<file path="src/otp_read_params.svh">
// Overview of operation
// Check values use CRC16, sent inverted, low byte first.
// Master sends target address low then high after the command.
// Status space is 512 bytes, 000H to 1FFH, apart from data memory.
// Status 000H-01FH hold data page write-protect bits, page 0 at bit 0.
// Status 020H-03FH hold redirection-byte protect bits, page 0 at bit 0.
// Status 040H-05FH hold a used-page bitmap kept by host software.
// Redirection byte of page n sits at status address n plus 100H.
// Status 60H to 0FFH are reserved without function.
// Status gaps for absent pages read all ones; writes ignored.
// Status pages are 8 bytes; inverted CRC16 follows each byte at xx7H.
// Plain read ends with one inverted CRC16, then only ones.
// Command F0H is plain read, address increments across page boundaries.
// Command A5H sends redirection byte, its CRC16, then addressed data.
// Extended read sends CRC16 over the page's data at each page end.
// Continuing extended read sends next redirection byte, its CRC16, then data.
// Page-end CRC starts cleared and covers data from the first addressed byte.
// Redirection CRC covers command and address first pass, later only the byte.
// Unprogrammed redirection reads FF; other values point to complement page.
// Command AAH is status read with CRC16 after each 8-byte page.
// Every read starts with cleared CRC; plain read CRC covers command onward.
// First status CRC covers command onward; later ones a whole cleared page.
// Four-page variant has one 8-byte status page and no extended read.
// Address low byte first; every byte travels LSB first.
// Address pointer advances after each byte sent.
// Bus reset abandons the read, clears CRC history, awaits a new command.
`ifndef OTP_READ_PARAMS_SVH
`define OTP_READ_PARAMS_SVH

`define CMD_READ_MEM      8'hf0
`define CMD_READ_EXT      8'ha5
`define CMD_READ_STATUS   8'haa

`define SMALL_VARIANT     1'b0
`define PAGE_COUNT        9'h040
`define PAGE_COUNT_SMALL  9'h004
`define MEM_LAST          16'h07ff
`define MEM_LAST_SMALL    16'h007f
`define STATUS_LAST       16'h01ff
`define STATUS_LAST_SMALL 16'h0007

`define WP_REGION_END     16'h0060
`define RESERVED_END      16'h0100
`define REDIR_BASE_HI     8'h01
`define PAGE_END_OFS      5'h1f
`define STATUS_PAGE_END   3'h7

`define CRC_POLY_REFL     16'ha001
`define CRC_CLEAR         16'h0000
`define ONES_BYTE         8'hff
`define BYTE_W            8
`define FIFO_DEPTH        32

`endif

</file>
<file path="src/otp_read_pkg.sv">
package otp_read_pkg;

  // Read sequencer states
  typedef enum logic [3:0] {
    s_idle    = 4'h0,
    s_addr_lo = 4'h1,
    s_addr_hi = 4'h2,
    s_fetch   = 4'h3,
    s_wait    = 4'h4,
    s_push    = 4'h5,
    s_crc_lo  = 4'h6,
    s_crc_hi  = 4'h7,
    s_ones    = 4'h8,
    s_ignore  = 4'h9
  } state_type;

endpackage

</file>
<file path="src/otp_read_access.sv">
`timescale 1ns/1ps
`default_nettype none
`include "otp_read_params.svh"

module otp_read_access
  import otp_read_pkg::*;
(
  input  wire logic        clk_i,
  input  wire logic        reset_i,
  input  wire logic        ce_i,
  input  wire logic        bus_reset_i,
  input  wire logic        rx_valid_i,
  input  wire logic [7:0]  rx_data_i,
  output logic             tx_valid_o,
  output logic [7:0]       tx_data_o,
  input  wire logic        tx_ready_i,
  output logic             mem_rd_o,
  output logic             mem_status_o,
  output logic [15:0]      mem_addr_o,
  input  wire logic [7:0]  mem_data_i,
  output logic             cmd_active_o
);

  // One CRC16 step per byte, LSB first as it travels on the link
  function automatic logic [15:0] crc_byte(input logic [15:0] crc_in, input logic [7:0] d);
    logic [15:0] c;
    logic        fb;
    c  = crc_in;
    fb = 1'b0;
    for (int i = 0; i < `BYTE_W; i++)
    begin
      fb = c[0] ^ d[i];
      c  = c >> 1;
      if (fb)
        c = c ^ `CRC_POLY_REFL;
    end
    return c;
  endfunction

  // Whether a status byte exists in silicon for this device
  function automatic logic status_present(input logic [15:0] a);
    logic [8:0] pages;
    pages = `SMALL_VARIANT ? `PAGE_COUNT_SMALL : `PAGE_COUNT;
    if (`SMALL_VARIANT)
      return 1'b1;
    else if (a < `WP_REGION_END)
      return ({1'b0, a[4:0], 3'h0} < pages);
    else if (a < `RESERVED_END)
      return 1'b0;
    else
      return ({1'b0, a[7:0]} < pages);
  endfunction

  state_type   state;
  state_type   next_state;
  logic [7:0]  cmd;
  logic [7:0]  addr_low;
  logic [15:0] addr;
  logic [15:0] crc;
  logic [7:0]  fetched;
  logic        fetch_present;
  logic        redir_phase;
  logic        end_after_crc;

  wire         is_status;
  wire         is_ext;
  wire [15:0]  mem_last;
  wire [15:0] status_last;
  wire [15:0]  space_last;
  wire [15:0]  redir_addr;
  wire         cmd_known;
  wire         at_last;
  wire         page_end_data;
  wire         page_end_status;
  wire         push_valid;
  wire [7:0]   push_data;
  wire         push_ready;
  wire         push_fire;
  wire         rx_take;
  wire [15:0]  crc_rx;
  wire [15:0]  crc_push;
  wire         abandon;

  // Command and address-space decoding
  assign is_status    = (cmd == `CMD_READ_STATUS);
  assign is_ext       = (cmd == `CMD_READ_EXT);
  assign mem_last     = `SMALL_VARIANT ? `MEM_LAST_SMALL : `MEM_LAST;
  assign status_last  = `SMALL_VARIANT ? `STATUS_LAST_SMALL : `STATUS_LAST;
  assign space_last   = is_status ? status_last : mem_last;
  assign redir_addr   = {`REDIR_BASE_HI, addr[12:5]};
  assign cmd_known    = (rx_data_i == `CMD_READ_MEM) ||
                        (rx_data_i == `CMD_READ_STATUS) ||
                        ((rx_data_i == `CMD_READ_EXT) && !`SMALL_VARIANT);
  assign at_last         = (addr == space_last);
  assign page_end_data   = (addr[4:0] == `PAGE_END_OFS);
  assign page_end_status = (addr[2:0] == `STATUS_PAGE_END);

  // Memory read port; the redirection fetch goes to status space
  assign mem_rd_o     = ce_i && (state == s_fetch);
  assign mem_status_o = is_status || redir_phase;
  assign mem_addr_o   = redir_phase ? redir_addr : addr;
  assign cmd_active_o = (state != s_idle) && (state != s_ignore);

  // Bytes bound for the link, CRC sent inverted low byte first
  assign push_valid = (state == s_push) || (state == s_crc_lo) ||
                      (state == s_crc_hi) || (state == s_ones);
  assign push_data  = (state == s_push)   ? fetched :
                      (state == s_crc_lo) ? ~crc[7:0] :
                      (state == s_crc_hi) ? ~crc[15:8] :
                      `ONES_BYTE;
  assign push_fire  = push_valid && push_ready;
  assign rx_take    = rx_valid_i && ((state == s_idle) || (state == s_addr_lo) ||
                                     (state == s_addr_hi));
  assign crc_rx     = crc_byte(crc, rx_data_i);
  assign crc_push   = crc_byte(crc, fetched);
  assign abandon    = bus_reset_i;

  // Output queue toward the link; it stalls the sequencer when full
  byte_fifo #(
    .WIDTH (`BYTE_W),
    .DEPTH (`FIFO_DEPTH)
  ) tx_queue (
    .clk_i       (clk_i),
    .reset_i     (reset_i),
    .ce_i        (ce_i),
    .flush_i     (abandon),
    .in_valid_i  (push_valid),
    .in_data_i   (push_data),
    .in_ready_o  (push_ready),
    .out_valid_o (tx_valid_o),
    .out_data_o  (tx_data_o),
    .out_ready_i (tx_ready_i)
  );

  // Next state of the read sequencer
  always_comb
  begin
    next_state = state;
    case (state)
      s_idle:
      begin
        if (rx_valid_i)
          next_state = cmd_known ? s_addr_lo : s_ignore;
      end
      s_addr_lo:
      begin
        if (rx_valid_i)
          next_state = s_addr_hi;
      end
      s_addr_hi:
      begin
        if (rx_valid_i)
          next_state = s_fetch;
      end
      s_fetch:
        next_state = s_wait;
      s_wait:
        next_state = s_push;
      s_push:
      begin
        if (push_ready)
        begin
          if (is_ext && redir_phase)
            next_state = s_crc_lo;
          else if (is_ext && (page_end_data || at_last))
            next_state = s_crc_lo;
          else if (is_status && (page_end_status || at_last))
            next_state = s_crc_lo;
          else if (!is_ext && !is_status && at_last)
            next_state = s_crc_lo;
          else
            next_state = s_fetch;
        end
      end
      s_crc_lo:
      begin
        if (push_ready)
          next_state = s_crc_hi;
      end
      s_crc_hi:
      begin
        if (push_ready)
          next_state = end_after_crc ? s_ones : s_fetch;
      end
      s_ones:
        next_state = s_ones;
      s_ignore:
        next_state = s_ignore;
      default:
        next_state = s_idle;
    endcase
  end

  // State register; bus reset drops any read in progress
  always_ff @(posedge clk_i)
  begin
    if (reset_i)
      state <= s_idle;
    else if (ce_i)
      state <= abandon ? s_idle : next_state;
  end

  // Command and target address capture
  always_ff @(posedge clk_i)
  begin
    if (reset_i)
    begin
      cmd      <= 8'h00;
      addr_low <= 8'h00;
    end
    else if (ce_i && rx_take && !abandon)
    begin
      if (state == s_idle)
        cmd <= rx_data_i;
      if (state == s_addr_lo)
        addr_low <= rx_data_i;
    end
  end

  // Address pointer: loaded from the target, masked to the last address of the addressed space
  always_ff @(posedge clk_i)
  begin
    if (reset_i)
      addr <= 16'h0000;
    else if (ce_i && !abandon)
    begin
      if ((state == s_addr_hi) && rx_valid_i)
        addr <= {rx_data_i, addr_low} & space_last;
      else if (push_fire && (state == s_push) && !redir_phase && !at_last)
        addr <= addr + 16'h0001;
    end
  end

  // Redirection phase: first pass and after each data page end short of the last address
  always_ff @(posedge clk_i)
  begin
    if (reset_i)
      redir_phase <= 1'b0;
    else if (ce_i)
    begin
      if (abandon)
        redir_phase <= 1'b0;
      else if ((state == s_addr_hi) && rx_valid_i)
        redir_phase <= (cmd == `CMD_READ_EXT);
      else if (push_fire && (state == s_push) && is_ext)
        redir_phase <= !redir_phase && page_end_data && !at_last;
    end
  end

  // Whether the pending check value closes the stream
  always_ff @(posedge clk_i)
  begin
    if (reset_i)
      end_after_crc <= 1'b0;
    else if (ce_i)
    begin
      if (abandon)
        end_after_crc <= 1'b0;
      else if (push_fire && (state == s_push))
        end_after_crc <= at_last && !redir_phase;
    end
  end

  // Fetched byte; absent status locations read as ones
  always_ff @(posedge clk_i)
  begin
    if (reset_i)
    begin
      fetched       <= 8'h00;
      fetch_present <= 1'b0;
    end
    else if (ce_i)
    begin
      if (state == s_fetch)
        fetch_present <= !mem_status_o || status_present(mem_addr_o);
      if (state == s_wait)
        fetched <= fetch_present ? mem_data_i : `ONES_BYTE;
    end
  end

  // CRC accumulator: zero per command, cleared after every check sent.
  // Clearing after each sent check gives both the first-pass and the
  // later-pass coverage without a separate pass flag.
  always_ff @(posedge clk_i)
  begin
    if (reset_i)
      crc <= `CRC_CLEAR;
    else if (ce_i)
    begin
      if (abandon)
        crc <= `CRC_CLEAR;
      else if ((state == s_idle) && rx_valid_i)
        crc <= crc_byte(`CRC_CLEAR, rx_data_i);
      else if (rx_take)
        crc <= crc_rx;
      else if (push_fire && (state == s_push))
        crc <= crc_push;
      else if (push_fire && (state == s_crc_hi))
        crc <= `CRC_CLEAR;
    end
  end

endmodule
`default_nettype wire

</file>
<file path="src/byte_fifo.sv">
`timescale 1ns/1ps
`default_nettype none

module byte_fifo #(
  parameter int WIDTH = 8,
  parameter int DEPTH = 32
) (
  input  wire logic             clk_i,
  input  wire logic             reset_i,
  input  wire logic             ce_i,
  input  wire logic             flush_i,
  input  wire logic             in_valid_i,
  input  wire logic [WIDTH-1:0] in_data_i,
  output logic                  in_ready_o,
  output logic                  out_valid_o,
  output logic      [WIDTH-1:0] out_data_o,
  input  wire logic             out_ready_i
);

  localparam int PW = $clog2(DEPTH);

  logic [WIDTH-1:0] store [DEPTH];
  logic [PW:0]      wr_ptr;
  logic [PW:0]      rd_ptr;
  wire              full;
  wire              empty;
  wire              do_write;
  wire              do_read;

  // Extra pointer bit tells full from empty
  assign full        = (wr_ptr[PW] != rd_ptr[PW]) && (wr_ptr[PW-1:0] == rd_ptr[PW-1:0]);
  assign empty       = (wr_ptr == rd_ptr);
  assign in_ready_o  = !full;
  assign out_valid_o = !empty;
  assign out_data_o  = store[rd_ptr[PW-1:0]];
  assign do_write    = ce_i && in_valid_i && !full;
  assign do_read     = ce_i && out_ready_i && !empty;

  // Pointers; flush drops everything queued
  always_ff @(posedge clk_i)
  begin
    if (reset_i || (ce_i && flush_i))
    begin
      wr_ptr <= '0;
      rd_ptr <= '0;
    end
    else
    begin
      if (do_write)
        wr_ptr <= wr_ptr + (PW+1)'(1);
      if (do_read)
        rd_ptr <= rd_ptr + (PW+1)'(1);
    end
  end

  // Storage needs no reset
  always_ff @(posedge clk_i)
  begin
    if (do_write && !flush_i)
      store[wr_ptr[PW-1:0]] <= in_data_i;
  end

endmodule
`default_nettype wire

</file>
<file path="config.mk">
export PLATFORM = sky130hd
export DESIGN_NAME = otp_read_access
export DESIGN_NICKNAME = d
export VERILOG_FILES = /design/src/otp_read_pkg.sv /design/src/otp_read_access.sv /design/src/byte_fifo.sv
export VERILOG_INCLUDE_DIRS = /design/src /design/src/src
export SDC_FILE = /design/constraint.sdc
export NUM_CORES = 1
export LEC_CHECK = 0
export ABC_AREA = 1
export BUFFER_PORTS_ARGS = -buffer_cell sky130_fd_sc_hd__buf_2
export CORE_MARGIN = 2
export CORE_UTILIZATION = 50
export DETAILED_ROUTE_END_ITERATION = 7
export PLACE_DENSITY_LB_ADDON = 0.2
export SLEW_MARGIN = 25
export SYNTH_ARGS = -nofsm -noshare
export SYNTH_HDL_FRONTEND = slang
export SYNTH_SLANG_ARGS = --single-unit
</file>
<file path="constraint.sdc">
create_clock -name clk_i -period 3.81 [get_ports clk_i]
set_input_delay 0.381 -clock clk_i [delete_from_list [all_inputs] [get_ports clk_i]]
set_output_delay 0.381 -clock clk_i [all_outputs]
set_load 0.02 [all_outputs]
</file>
## After elaboration in Yosys (flattened, before gate mapping)

Memory sizes are Yosys's and may differ from the RTL's. A register that Yosys moved wholly into a read port is not among the register bits.
Index checks and enable logic that the tools add are counted.

| cells by class | value |
|---|---|
| $add $sub $neg | 3 |
| $lt $le $gt $ge | 4 |
| equality and inequality tests | 27 |
| muxes and demuxes | 93 |
| bitwise logic cells | 48 |
| reductions and logical operators | 64 |

Operator list:

| cell | number |
|---|---|
| $mux W16 | 60 |
| $not A2 Y3 | 22 |
| $eq A8 B8 Y1 const B | 5 |
| $pmux W4 S10 | 1 |
| $mux W4 | 9 |
| $mux W8 | 4 |
| $logic_and A1 B1 Y1 | 29 |
| $xor A1 B1 Y1 | 23 |
| $ne A3 B3 Y1 const B | 6 |
| $add A16 B1 Y16 const B | 1 |
| $and A16 B11 Y16 | 1 |
| $eq A16 B11 Y1 | 1 |
| $eq A4 B3 Y1 const B | 4 |
| $lt A16 B7 Y1 const B | 1 |
| $lt A16 B9 Y1 const B | 1 |
| $lt A8 B7 Y1 const B | 2 |
| $not A8 Y8 | 2 |
| $reduce_and A2 Y1 | 8 |
| $add A6 B1 Y6 const B | 2 |
| $logic_or A1 B1 Y1 | 12 |
| $mux W1 | 12 |
| $mux W3 | 4 |
| $mux W11 | 1 |
| $mux W5 | 2 |
| other kinds (16) | 26 |

| word-level totals | value |
|---|---|
| bits in registers | 75 |
| RAM bits | 256 |
| bits of input ports | 22 |
| output and inout bits | 28 |
| logic and storage cells | 251 |
| memories kept | 1 |

Memory list:

| memory | words | width | rd ports | clocked after memory_dff | write ports | line | RTL |
|---|---|---|---|---|---|---|---|
| tx_queue.store | 32 | 8 | 1 | 1 | 1 | byte_fifo.sv:22 | `logic [WIDTH-1:0] store [DEPTH];` |

## Longest topological paths before layout

| depth | value |
|---|---|
| word-level depth | 46 |
| depth in mapped cells | 21 |
| mapped depth without buffers | 21 |

## Hierarchy

Synthesis repeated with hierarchy kept, for this count alone.

| unflattened totals | value |
|---|---|
| cells, all modules | 1718 |
| area, all modules | 15927.8 µm² |

By module, submodules not included:

| module | times used | cells an instance | area each (µm²) | sequential area each (µm²) |
|---|---|---|---|---|
| byte_fifo | 1 | 1058 | 11468.5 | 8027.7 |
| otp_read_access | 1 | 660 | 4459.3 | 1261.2 |

## Worst setup path after synthesis

Ideal clock, no wire load.

| timing path | value |
|---|---|
| path type | reg-to-reg |
| start | register state[0] |
| end | memory tx_queue.store[0][1], data pin |
| library setup time | 0.454 ns |
| arrival | 2.571 ns |
| data required time | 3.356 ns |
| path slack | 0.785 ns |
| stages on the path, launching flop included | 8 |
| path buffers | 1 |
| clock period less this slack | 3.025 ns |
| cell sequence | dfxtp_1 > inv_1 > nor2_1 > inv_1 > nor2_1 > clkbuf_1 > inv_1 > o21ai_0 |

| on the way | value |
|---|---|
| cells in the longest elaborated chain, start to end | 4 |
| elaborated cells between the ends (all ways) | 6 |
| classes of those cells | eq/ne (3); mux (3) |

Ends and longest elaborated chain:

| what | line | RTL |
|---|---|---|
| start, declared | otp_read_access.sv:54 | `state_type state;` |
| start signal, assigned | otp_read_access.sv:198 | `state <= s_idle;` |
| start signal, assigned | otp_read_access.sv:200 | `state <= abandon ? s_idle : next_state;` |
| $eq A4 B3 Y1 | otp_read_access.sv:109 | `(state == s_crc_hi) ? ~crc[15:8] :` |
| $mux W8 (no line) (2 in series) | -- |  |
| $mux W8 (no line) (*) | -- |  |
| net push_data[1] | otp_read_access.sv:76 | `wire [7:0] push_data;` |
| end, declared | byte_fifo.sv:22 |  |

Mark *: on every way through the listed nets, which the timed path passes. The rest lies on a longest branch.

==> summary.txt <==
Drt
  • Max layer used: met5
  • Routed via count: 11473
  • M1 WL: 16700 um
  • Met2 wire len: 19400 um
  • DRC Markers: 0
  • Metal3 WL: 3330 um
  • WL final: 40600 um
  • Via-to-Cell Ratio: 5.95
  • Starting DRC count in detailed routing: 1198
  • Wire per inst: 21.1 um
  • Initial DRT Pass Iterations: 5
  • DRT antenna net count: 0

Clock network
  • Worst-path clk slew: 60 ps
  • CTS tree: built
  • CTS Hold Buffers Added: 0
  • CTS resizes: 0
  • Post-CTS setup buffer count: 0
  • Root buffer cell: clkbuf_16
  • Clock sink total: 336
  • Clock Path Buffers: 3
  • TritonCTS Buffers: 35
  • Clk_lat worst skew: 540 ps
  • Htree depth: 2

Timing
  • Worst Hold Slack: 151 ps
  • Final Cycle Share: 86.2%
  • RSZ-0062 raised after global routing: false
  • Max frequency: 305 MHz
  • Worst-margin pin slew: 880 ps
  • Max Slew Vio Count: 0
  • Slew headroom: 41.3%
  • Skew final: 19.9 ps
  • Final setup vio count: 0
  • Min Clock Period, post-route: 3280 ps
  • Fin worst setup slack: 527 ps
  • Final hold violation count: 0
  • Setup TNS: 0 ps

Placed design
  • Worst slack at placement: 1010 ps
  • DP HPWL: 26100 um
  • GP Congestion: 0.947
  • Port bufs: 49
  • Dpl cells: 1867

Synth
  • Asr flop ratio synth: 0%
  • Syn nets: 1526
  • Number of synthesized flops with an enable pin: 256
  • Synth top cells by count: 256 x edfxtp_1, 236 x nor2_1, 202 x o21ai_0, 156 x nand2_1, 99 x inv_1
  • FF+latch count, synth: 336
  • Ys Warns: 0
  • Synth unique cells: 50
  • Register area share after synthesis: 61.3%
  • Post-synthesis instance total: 1486
  • Top cell type's share of synthesized area: 50.8%
  • Prevailing post-synth register cell: edfxtp_1
  • Syn avg cell area: 10.2 um^2
  • Post-synth top area cell: edfxtp_1
  • Top post-synthesis cells by area: edfxtp_1 51%, dfxtp_1 11%, o21ai_0 6.7%, nor2_1 5.8%, nand2_1 3.9%
  • Top-count cell post-synth: edfxtp_1
  • Netlist Area Pre-Place: 15100 um^2

Global routing
  • Vias in the first global route: 11014
  • First-pass GRT wire length: 61700 um
  • Largest net degree at the start of global routing: 129
  • Overflow after GRT: 0
  • Initial antenna violation count: 1
  • Gr usage total: 25.8%

Worst setup path
  • Type of the worst setup path: reg -> out
  • CP Launch Type: flop
  • Reg-to-reg setup timing slack: 950 ps
  • Required time of the worst setup path: 3430 ps
  • Data arrival time of the worst path: 2900 ps
  • CP max FO: 56
  • Crit. End Element: output port

Final layout
  • FILL cells: 2574
  • Antenna Cells: 0
  • Layout cells sized above 1: 11.2%
  • Nets@finish: 1554
  • Count of non-filler cells in the finished layout: 1928
  • Area Growth Syn to Fin: 11.6%

Hold path
  • Worst min path class: in -> reg

Floorplanning
  • # rows: 63
  • Die footprint: 31700 um^2
  • Die width: 178 um
  • Die Y: 178 um
  • Core footprint: 29700 um^2
  • Boundary pin count: 50
  • Initial Util: 51.0%

Flow run
  • Maxcap violations: 0

Power and ir drop
  • P_leak: 0.00495 uW
  • Power per cell area: 452 nW/um^2
  • Peak supply drop: 0.290 mV

Outcome
  • Status: finished, final reports clean
==> state kept, by name, summed over array words and instances (netlist names), named ones only <==
register,count
fetch_present,1
addr_low,8
fetched,8
redir_phase,1
state,4
tx_queue.rd_ptr,6
end_after_crc,1
crc,16
cmd,8
tx_queue.wr_ptr,6
addr,16
tx_queue.store,256
==> per-stage QoR <==
stage	power (uW)	area [um^2]	utilization (%)
6_report	7640	16900	56.9
5_1_grt	7840	16900	56.9
3_3_place_gp	4320	15800	53.1
2_1_floorplan	4230	15100	-
3_5_place_dp	4320	15800	53.1
4_1_cts	7660	16900	56.9
==> kinds of logic after synthesis <==
group	after synthesis	share of synthesized area (%)
compound gates	392	15.6
xor+xnor	37	2.14
fa+ha+maj	18	1.49
buf+inv	185	4.82
flops	336	61.3
simple gates	518	14.6
==> path summary, 6_finish.rpt <==
| path | startpoint | to | cells past startpoint |
|---|---|---|---|
| worst max-delay path | flop | tx_data_o[4] | 9 |
| worst min-delay path | mem_data_i[7] | fetched[7]$_SDFFE_PP0P_ | 3 |
| worst max register to register | tx_queue.wr_ptr[2]$_SDFFE_PP0P_ | tx_queue.store[18][5]$_DFFE_PP_ | 9 |
| worst min register to register | end_after_crc$_SDFFE_PP0P_ | end_after_crc$_SDFFE_PP0P_ | 2 |
==> layout make-up <==
type,count,area (um^2),share of cell area [%]
sequential,336,9290,55.0
multi-input combinational,965,5170,30.6
clock buffer,40,895,5.29
tap,390,488,2.89
inverter,109,412,2.44
timing repair buffer,67,405,2.40
clock inverter,21,233,1.38
==> metal layers <==
layer,global-route usage [%],up-vias
li1,-,5373
met1,34.6,5511
met2,42.6,504
met3,4.26,83
met4,9.12,2
met5,0,-
==> report_power, final <==
| part | internal [uW] | switching [uW] | leakage [uW] |
|---|---|---|---|
| combinational | 106 | 225 | 0.00233 |
| clock | 1930 | 1460 | 0.000544 |
| sequential | 3900 | 16.0 | 0.00207 |
| total | 5930 | 1710 | 0.00495 |
==> cells in the final DEF, fill, tap and decap left out, drive strengths merged <==
cell type	n
a211oi	13
bufinv	3
a32oi	7
ha	18
edfxtp	256
clkbuf	40
nand3b	1
nand3	65
or4	1
a311oi	1
nor3	25
a22oi	1
a221o	5
o21ai	210
inv	110
o211ai	11
buf	67
clkinv	13
nor2	243
nand4	10
o22ai	14
nor3b	1
clkinvlp	4
a211o	1
a21oi	58
a221oi	1
o221ai	50
and3	1
dfxtp	80
xor2	17
o31ai	1
nand2	168
nor4	2
xnor2	20
a31oi	16
nand2b	1
o2111ai	3
==> critical path, stage by stage (launching register included) <==
cell	delay, ps
dfxtp_2	310
inv_1	170
buf_4	490
o21ai_0	190
o22ai_1	170
nor2_1	60
nor2_1	90
o21ai_0	250
a32oi_1	370
buf_2	230
(Power assumes the default switching activity.)
